[src/core/asp_pkg.sv]
/*
  shared constants and types of the converter serial port core.
  assumes a single 100 MHz core clock; all pins are asynchronous to it.
*/
package asp_pkg;
  // core clock and conversion pacing in internal clock mode
  localparam int          CLK_MHZ        = 100;
  localparam int          INT_BIT_NS     = 500;
  localparam int          INT_BIT_CYC    = (INT_BIT_NS * CLK_MHZ + 999) / 1000;
  localparam int          STEP_W         = 8;
  localparam logic [7:0]  INT_BIT_LAST   = 8'(INT_BIT_CYC - 1);
  // frame layout
  localparam int          RES_W          = 12;
  localparam logic [3:0]  CTRL_BITS      = 4'h8;
  localparam logic [3:0]  TRACK_AFTER    = 4'h5;
  localparam logic [3:0]  RES_LAST_IDX   = 4'hb;
  localparam logic [3:0]  CNT_ONE        = 4'h1;
  localparam logic [3:0]  CNT_ZERO       = 4'h0;
  // clock-mode field of the control byte (low two bits)
  localparam logic [1:0]  PD_EXT_CLK     = 2'h3;
  // three-level shutdown pin as reported by the pad comparators
  localparam logic [1:0]  PWR_LOW        = 2'h0;
  localparam logic [1:0]  PWR_FLOAT      = 2'h1;
  localparam logic [1:0]  PWR_HIGH       = 2'h2;
  localparam logic [11:0] RES_ZERO       = 12'h000;
  // synchroniser idle: shutdown high, deselected, clock and data low
  localparam logic [4:0]  PIN_IDLE       = 5'h14;

  typedef enum logic [2:0] {
    ASP_IDLE,
    ASP_CTRL,
    ASP_EXT_STRB,
    ASP_EXT_CONV,
    ASP_INT_CONV,
    ASP_INT_READ
  } asp_state_t;
endpackage : asp_pkg

[src/core/asp_sar_if.sv]
/*
  handshake between the port controller and the approximation engine.
  assumes both ends sit on clk_in.
*/
`timescale 1ns/1ns
interface asp_sar_if;
  import asp_pkg::*;
  logic             start;
  logic             step;
  logic [RES_W-1:0] sample;
  logic             cur_bit;
  logic [RES_W-1:0] result;
  logic             busy;
  logic             done;
  modport ctl (output start, output step, output sample,
               input cur_bit, input result, input busy, input done);
  modport eng (input start, input step, input sample,
               output cur_bit, output result, output busy, output done);
endinterface : asp_sar_if

[src/core/asp_sar.sv]
/*
  successive-approximation engine: one bit decision per step, msb first.
  assumes the held sample is stable from start until done.
*/
`timescale 1ns/1ns
module asp_sar
  import asp_pkg::*;
(
  // clock and reset
  input  wire logic clk_in,
  input  wire logic resetn_in,
  // controller side
  asp_sar_if.eng    sar
);
  logic [RES_W-1:0] held_q;
  logic [RES_W-1:0] res_q;
  logic [3:0]       idx_q;
  logic             busy_q;
  logic             done_q;

  function automatic logic [RES_W-1:0] bit_mask(input logic [3:0] i);
    bit_mask = RES_W'(1) << i;
  endfunction : bit_mask

  // decision for the bit under test, visible before the step is taken
  assign sar.cur_bit = busy_q && (held_q >= (res_q | bit_mask(idx_q)));
  assign sar.result  = res_q;
  assign sar.busy    = busy_q;
  assign sar.done    = done_q;

  always_ff @(posedge clk_in) begin
    if (!resetn_in) begin
      held_q <= RES_ZERO;
      res_q  <= RES_ZERO;
      idx_q  <= RES_LAST_IDX;
      busy_q <= 1'b0;
      done_q <= 1'b0;
    end else begin
      done_q <= 1'b0;
      if (sar.start) begin
        held_q <= sar.sample;
        res_q  <= RES_ZERO;
        idx_q  <= RES_LAST_IDX;
        busy_q <= 1'b1;
      end else if (busy_q && sar.step) begin
        if (sar.cur_bit) begin
          res_q <= res_q | bit_mask(idx_q);
        end
        if (idx_q == CNT_ZERO) begin
          busy_q <= 1'b0;
          done_q <= 1'b1;
        end else begin
          idx_q <= idx_q - CNT_ONE;
        end
      end
    end
  end
endmodule : asp_sar

[src/core/asp_top.sv]
/*
  serial port of an eight-channel 12-bit converter, pin side.
  assumes the pins are asynchronous and sampled by clk_in, a shift clock
  far slower than the core clock, and an analog front end that reports
  the selected input as a code and the shutdown pin as a level class.
*/
`timescale 1ns/1ns
// Contract
// - din is sampled at each rising shift-clock edge; host sets it up before.
// - dout changes only at falling shift-clock edges, one bit each.
// - chip select high: input ignored, dout floats.
// - internal clock mode: strobe low at conversion start, high when done.
// - external clock mode: strobe high one period before msb; floats when deselected.
// - external clock mode: shift clock paces conversion; host keeps 40-60% duty.
// - shutdown pin: low powers down, high internal, float external compensation.
// - first one after chip select falls starts an eight-bit control byte.
// - track in last three control clocks; hold at fall after eighth bit.
module asp_top
  import asp_pkg::*;
(
  // clock and reset
  input  wire logic             clk_in,
  input  wire logic             resetn_in,
  // serial pins
  input  wire logic             cs_n_in,
  input  wire logic             sclk_in,
  input  wire logic             din_in,
  output logic                  dout_out,
  output logic                  dout_oe_out,
  output logic                  conversion_strobe_out,
  output logic                  strobe_oe_out,
  // analog front end
  input  wire logic [1:0]       tri_level_powerdown_in,
  input  wire logic [RES_W-1:0] sample_value_in,
  output logic                  track_out,
  output logic                  powered_down_out,
  output logic                  ext_comp_out,
  output logic [7:0]            ctrl_byte_out
);
  asp_sar_if sar_bus ();

  asp_sar asp_sar_i (
    .clk_in    (clk_in),
    .resetn_in (resetn_in),
    .sar       (sar_bus.eng)
  );

  ////////////////////////////////////////////////////////////////////////
  // pin synchronisers
  logic [4:0] pin_s1_q;
  logic [4:0] pin_s2_q;
  logic       sclk_d3_q;
  logic       cs_s;
  logic       sclk_s;
  logic       din_s;
  logic [1:0] pwr_s;
  logic       rise;
  logic       fall;

  always_ff @(posedge clk_in) begin
    if (!resetn_in) begin
      pin_s1_q  <= PIN_IDLE;
      pin_s2_q  <= PIN_IDLE;
      sclk_d3_q <= 1'b0;
    end else begin
      pin_s1_q  <= {tri_level_powerdown_in, cs_n_in, sclk_in, din_in};
      pin_s2_q  <= pin_s1_q;
      sclk_d3_q <= pin_s2_q[1];
    end
  end

  assign pwr_s  = pin_s2_q[4:3];
  assign cs_s   = pin_s2_q[2];
  assign sclk_s = pin_s2_q[1];
  assign din_s  = pin_s2_q[0];
  assign rise   = sclk_s && !sclk_d3_q && !cs_s;
  assign fall   = !sclk_s && sclk_d3_q && !cs_s;

  ////////////////////////////////////////////////////////////////////////
  // power state from the three-level pin
  logic pwrdn_q;
  logic ext_comp_q;

  always_ff @(posedge clk_in) begin
    if (!resetn_in) begin
      pwrdn_q    <= 1'b1;
      ext_comp_q <= 1'b0;
    end else begin
      pwrdn_q    <= (pwr_s == PWR_LOW);
      ext_comp_q <= (pwr_s == PWR_FLOAT);
    end
  end

  ////////////////////////////////////////////////////////////////////////
  // frame sequencer
  asp_state_t       state_q;
  logic [3:0]       cnt_q;
  logic [7:0]       ctrl_q;
  logic             ext_q;
  logic             track_q;
  logic [RES_W-1:0] shift_q;
  logic [STEP_W-1:0] tick_q;
  logic             int_step;
  logic             last_ctrl;
  logic             ext_conv;

  assign last_ctrl        = (state_q == ASP_CTRL) && fall && (cnt_q == CTRL_BITS);
  assign int_step         = (state_q == ASP_INT_CONV) && (tick_q == INT_BIT_LAST);
  assign sar_bus.start    = last_ctrl;
  assign sar_bus.sample   = sample_value_in;
  // the msb decision is taken at the fall that ends the strobe pulse
  assign ext_conv         = (state_q == ASP_EXT_STRB) || (state_q == ASP_EXT_CONV);
  assign sar_bus.step     = int_step || (ext_conv && fall);

  always_ff @(posedge clk_in) begin
    if (!resetn_in) begin
      state_q <= ASP_IDLE;
      cnt_q   <= CNT_ZERO;
      ctrl_q  <= 8'h00;
      ext_q   <= 1'b0;
    end else if (cs_s) begin
      // a deselect drops the frame; an internal conversion runs on, its result is lost
      state_q <= (state_q == ASP_INT_CONV && !sar_bus.done) ? ASP_INT_CONV : ASP_IDLE;
      cnt_q   <= CNT_ZERO;
    end else begin
      case (state_q)
        ASP_IDLE: begin
          if (rise && din_s && !pwrdn_q) begin
            state_q <= ASP_CTRL;
            cnt_q   <= CNT_ONE;
            ctrl_q  <= 8'h01;
          end
        end
        ASP_CTRL: begin
          if (rise && cnt_q != CTRL_BITS) begin
            ctrl_q <= {ctrl_q[6:0], din_s};
            cnt_q  <= cnt_q + CNT_ONE;
          end else if (last_ctrl) begin
            ext_q   <= (ctrl_q[1:0] == PD_EXT_CLK);
            state_q <= (ctrl_q[1:0] == PD_EXT_CLK) ? ASP_EXT_STRB : ASP_INT_CONV;
            cnt_q   <= CNT_ZERO;
          end
        end
        ASP_EXT_STRB: begin
          if (fall) begin
            state_q <= ASP_EXT_CONV;
          end
        end
        ASP_EXT_CONV: begin
          if (sar_bus.done) begin
            state_q <= ASP_IDLE;
          end
        end
        ASP_INT_CONV: begin
          if (sar_bus.done) begin
            state_q <= ASP_INT_READ;
            cnt_q   <= CNT_ZERO;
          end
        end
        ASP_INT_READ: begin
          if (fall) begin
            cnt_q   <= cnt_q + CNT_ONE;
            state_q <= (cnt_q == RES_LAST_IDX) ? ASP_IDLE : ASP_INT_READ;
          end
        end
        default: state_q <= ASP_IDLE;
      endcase
    end
  end

  // internal conversion clock: free-running divider while busy
  always_ff @(posedge clk_in) begin
    if (!resetn_in) begin
      tick_q <= '0;
    end else if (state_q != ASP_INT_CONV || int_step) begin
      tick_q <= '0;
    end else begin
      tick_q <= tick_q + STEP_W'(1);
    end
  end

  // track from the fall after the fifth bit until the fall after the eighth
  always_ff @(posedge clk_in) begin
    if (!resetn_in) begin
      track_q <= 1'b0;
    end else if (cs_s || last_ctrl) begin
      track_q <= 1'b0;
    end else if (state_q == ASP_CTRL && fall && cnt_q == TRACK_AFTER) begin
      track_q <= 1'b1;
    end
  end

  ////////////////////////////////////////////////////////////////////////
  // serial output and strobe
  logic dout_q;
  logic dout_oe_q;
  logic strb_q;
  logic strb_oe_q;

  always_ff @(posedge clk_in) begin
    if (!resetn_in) begin
      dout_q  <= 1'b0;
      shift_q <= RES_ZERO;
    end else if (cs_s) begin
      dout_q <= 1'b0;
    end else if (state_q == ASP_INT_CONV && sar_bus.done) begin
      shift_q <= sar_bus.result;
    end else if (fall) begin
      if (ext_conv) begin
        dout_q <= sar_bus.cur_bit;
      end else if (state_q == ASP_INT_READ) begin
        dout_q  <= shift_q[RES_W-1];
        shift_q <= {shift_q[RES_W-2:0], 1'b0};
      end else begin
        dout_q <= 1'b0;
      end
    end
  end

  always_ff @(posedge clk_in) begin
    if (!resetn_in) begin
      strb_q <= 1'b1;
    end else if (last_ctrl) begin
      // external mode pulse starts here; internal mode goes low here
      strb_q <= (ctrl_q[1:0] == PD_EXT_CLK);
    end else if (state_q == ASP_EXT_STRB && fall) begin
      strb_q <= 1'b0;
    end else if (state_q == ASP_INT_CONV && sar_bus.done) begin
      strb_q <= 1'b1;
    end else if (state_q == ASP_IDLE && ext_q) begin
      strb_q <= 1'b0;
    end
  end

  always_ff @(posedge clk_in) begin
    if (!resetn_in) begin
      dout_oe_q <= 1'b0;
      strb_oe_q <= 1'b1;
    end else begin
      dout_oe_q <= !cs_s;
      strb_oe_q <= !(ext_q && cs_s);
    end
  end

  assign dout_out              = dout_q;
  assign dout_oe_out           = dout_oe_q;
  assign conversion_strobe_out = strb_q;
  assign strobe_oe_out         = strb_oe_q;
  assign track_out             = track_q;
  assign powered_down_out      = pwrdn_q;
  assign ext_comp_out          = ext_comp_q;
  assign ctrl_byte_out         = ctrl_q;
endmodule : asp_top

[config.mk]
export PLATFORM = sky130hd
export DESIGN_NAME = asp_top
export DESIGN_NICKNAME = d
export VERILOG_FILES = /design/src/core/asp_pkg.sv /design/src/core/asp_sar_if.sv /design/src/core/asp_sar.sv /design/src/core/asp_top.sv
export SDC_FILE = /design/constraint.sdc
export NUM_CORES = 1
export LEC_CHECK = 0
export BUFFER_PORTS_ARGS = -buffer_cell sky130_fd_sc_hd__buf_2
export CAP_MARGIN = 10
export CORE_MARGIN = 2
export CORE_UTILIZATION = 55
export DETAILED_ROUTE_END_ITERATION = 7
export PLACE_DENSITY = 0.71
export SETUP_SLACK_MARGIN = 0.2
export SLEW_MARGIN = 5
export SYNTH_ARGS = -nofsm -noshare
export SYNTH_HDL_FRONTEND = slang
export SYNTH_SLANG_ARGS = --single-unit
[constraint.sdc]
create_clock -name clk_in -period 2.6 [get_ports clk_in]
set_input_delay 0.39 -clock clk_in [delete_from_list [all_inputs] [get_ports clk_in]]
set_output_delay 0.39 -clock clk_in [all_outputs]
set_load 0.02 [all_outputs]
==> reports/results.ini <==
[pwr]
worst_ir_drop_vdd_mv = 0.328
total_leakage_power_uw = 0.00172
p_per_area_mw_per_mm2 = 519

[global_routing]
maximum_number_of_pins_on_one_net_before_global_route_repair = 24
number_of_antenna_violations_at_the_first_check_in_global_routing = 0
overflow = 0
grt.total_usage_pct = 23.0
first_global_vias = 3017
first_pass_grt_wire_length_mm = 14.2

[cells_and_area]
drive_gt1_share_pct = 16.6
stdcell_count = 583
layout.cells.most_common_list = 82 x dfxtp_1, 39 x nand2_1, 33 x buf_2, 32 x nor2_1, 32 x a21oi_1
nFillCells = 622
n_antenna_cell = 0
finalNetCount = 523
area_taken_by_flip_flops_and_latches_mm2 = 0.00168
flow.area_growth_from_synthesis_pct = 13.9
final_common_cell = dfxtp_1
multi_input_area_mm2 = 0.00212

[routing]
highest_layer = met4
routed_wire_per_std_cell_um = 14.4
drc_errors = 0
wirelength_met1_mm = 4.18
drt_wl_total_mm = 8.40
detailedRoute.firstPassIterationCount = 4
wl_met3_um = 287
vias_per_cell = 5.65
drtIter0Drc = 167
met2WireLength_mm = 3.81
antenna_violating_nets_remaining = 0
num_vias = 3294

[synthesis]
yosys-top-cells-area = dfxtp_1 43%, ha_1 7.0%, a21oi_1 4.3%, nand2_1 3.7%, mux2i_1 3.3%
synth-seq-area-share_pct = 42.6
postSynth.asyncResetShare_pct = 0
ys.warnings.count = 0
synthesis.instances = 447
syn_nets = 488
netlist_area_mm2 = 0.00395
synth_seq_cells = 84
muxShareOfSynthArea_pct = 3.30
synth_compound_gate_area_share_pct = 18.6
synth_adder_area_share_pct = 6.98
library_cell_occupying_the_most_area_in_the_post_synthesis_netlist = dfxtp_1
synthDistinctLibCells = 57
synth-simple-area-share_pct = 22.5
synth_top_area_share_pct = 42.6
synth_area_per_cell_um2 = 8.83
synthFlopType = dfxtp_1
synth_enable_flop_cells = 0
synth_top_family_by_area = simple AND/OR/NAND/NOR gates
synth_xor_xnor_area_share_pct = 1.55

[clock_network]
cts-buffers-inserted = 9
clkSinkCount = 84
ctsHtreeMaxLevel = 3
cts.path.max_buffers = 2
cts_root_buffer = clkbuf_8
postCtsHoldBufs = 0
clk_pin_slew_worst_paths_ps = 90
cts_tree = built
clock_latency_at_the_later_pin_of_the_worst_skew_pair_ps = 350

[worst_setup_path]
crit_path_start_kind = register
setup.reg_to_reg.worst_slack_ps = 290
cp_capture_type = register
critical_path_peak_fanout = 12
critical_path_class = reg -> reg
worstPathRequired_ps = 2850
crit_arrival_ps = 2550

[place]
dp_worst_setup_slack_ps = -140
dp_cell_count = 566
portBuffers = 33
gpl_wtd_cong = 0.857
detailed_placer_s_ending_hpwl_mm = 6.06

[floorplan]
core_area_mm2 = 0.00687
initial_utilization_pct = 57.4
chip_height_um = 88.7
floorplan.io_pins = 34
rows = 30
floorplan.die.width_um = 88.7
fp.dieArea_mm2 = 0.00787

[timing]
worst_clock_skew_ps = 9.77
hold-worst-slack_ps = 216
timing.fmax_ghz = 0.434
relSlewSlack_pct = 66.1
setup_violations = 0
timing.final.max_slew_violations = 0
fin_ws_ps = 295
rsz_0062_raised_after_global_routing = no
final.min_clock_period_ps = 2310
timing_hold_violations_final = 0
tightest_slew_ps = 508
min_period_over_period_pct = 88.7

[run_status]
outcome = finished clean

[worst_hold_path]
holdCritPathClass = in -> reg

[flow_run]
cap_violations = 0

[worst max-delay path, stage by stage (launching register included)]
cell,delay [ps]
dfxtp_2,380
inv_1,90
ha_1,280
a21oi_2,190
ha_1,260
a211oi_1,200
o21ai_1,120
a41oi_2,190
o21ai_4,90
buf_12,150
a32o_1,240
[Yosys cell counts (all sizes together), types with 2 or more instances]
cell / n
a21oi: 34
a32o: 9
nor2: 35
buf: 7
dfxtp: 84
nand4: 2
and2: 11
xnor2: 3
xor2: 4
a211oi: 17
nor3b: 6
o31ai: 2
o21ai: 13
nand2b: 20
inv: 21
clkbuf: 15
mux2i: 13
and3: 4
nand3b: 5
o21a: 2
nand2: 39
ha: 22
or3b: 2
nand3: 21
o211ai: 3
nor2b: 5
a22o: 3
o2bb2ai: 3
a21o: 11
nor3: 12
or3: 2
[flip-flops by register name, indices dropped and copies added, names as in the netlist]
register	flops
asp_sar_i.held_q	12
asp_sar_i.idx_q	4
asp_sar_i.sar.busy	1
asp_sar_i.sar.done	1
asp_sar_i.sar.result	12
cnt_q	4
conversion_strobe_out	1
ctrl_byte_out	8
dout_oe_out	1
dout_out	1
ext_comp_out	1
ext_q	1
pin_s1_q	5
pin_s2_q	5
powered_down_out	1
sclk_d3_q	1
shift_q	12
state_q	3
strobe_oe_out	1
tick_q	8
track_out	1
[routing by layer]
metal	global-route usage, %	vias to the layer above
li1	-	1659
met1	32.3	1568
met2	35.5	58
met3	3.17	9
met4	9.78	0
met5	0	-
[metrics by stage]
stage,utilization [%],total power [uW],setup TNS (ps),area (um^2)
after floorplan,-,1370,0,3950
after global placement,61.6,1390,-193,4230
after detailed placement,61.6,1390,-1460,4230
after CTS,65.0,2350,0,4460
after global routing,65.4,2410,0,4490
final,65.4,2330,0,4490
[path summary, 6_finish.rpt]
kind                                   startpoint                                    to  cells after the start
setup reg to reg  asp_sar_i.idx_q[0]$_SDFFE_PP1P_  asp_sar_i.sar.result[0]$_SDFFE_PP0P_                     10
setup / recovery  asp_sar_i.idx_q[0]$_SDFFE_PP1P_  asp_sar_i.sar.result[0]$_SDFFE_PP0P_                     10
hold / removal                            cs_n_in                pin_s1_q[2]$_SDFF_PN1_                      2
hold reg to reg            pin_s1_q[2]$_SDFF_PN1_                pin_s2_q[2]$_SDFF_PN1_                      1
[kinds of logic (layout without fill, tap and decap cells)]
| kind of cell | count (synthesis) | after routing |
|---|---|---|
| AND/OR/NAND/NOR | 170 | 170 |
| AO/OA/AOI/OAI | 107 | 107 |
| flip-flops | 84 | 84 |
| buffers and inverters | 44 | 84 |
| adder cells (fa/ha/maj) | 22 | 22 |
| multiplexers | 13 | 13 |
| XOR/XNOR | 7 | 7 |
[area by class of cell]
cell class | count | share of cell area, %
clock buffer | 10 | 3.06
tap | 96 | 2.67
inverter | 22 | 1.84
multi-input combinational | 319 | 47.2
sequential | 84 | 37.5
timing repair buffer | 46 | 6.12
clock inverter | 6 | 1.61
[report_power, final]
group | switching (uW) | internal (uW) | leakage [uW]
sequential | 6.06 | 1300 | 0.000678
clock | 491 | 478 | 0.000103
combinational | 35.5 | 25.7 | 0.000942
[timing repair]
| action | in CTS | in global routing |
|---|---|---|
| setup endpoints to repair | 13 | 13 |
| setup buffers | 0 | 1 |
| pin swaps | 0 | 2 |
| resized for setup | 5 | 5 |
No activity file was read; power rests on OpenSTA's default activity.
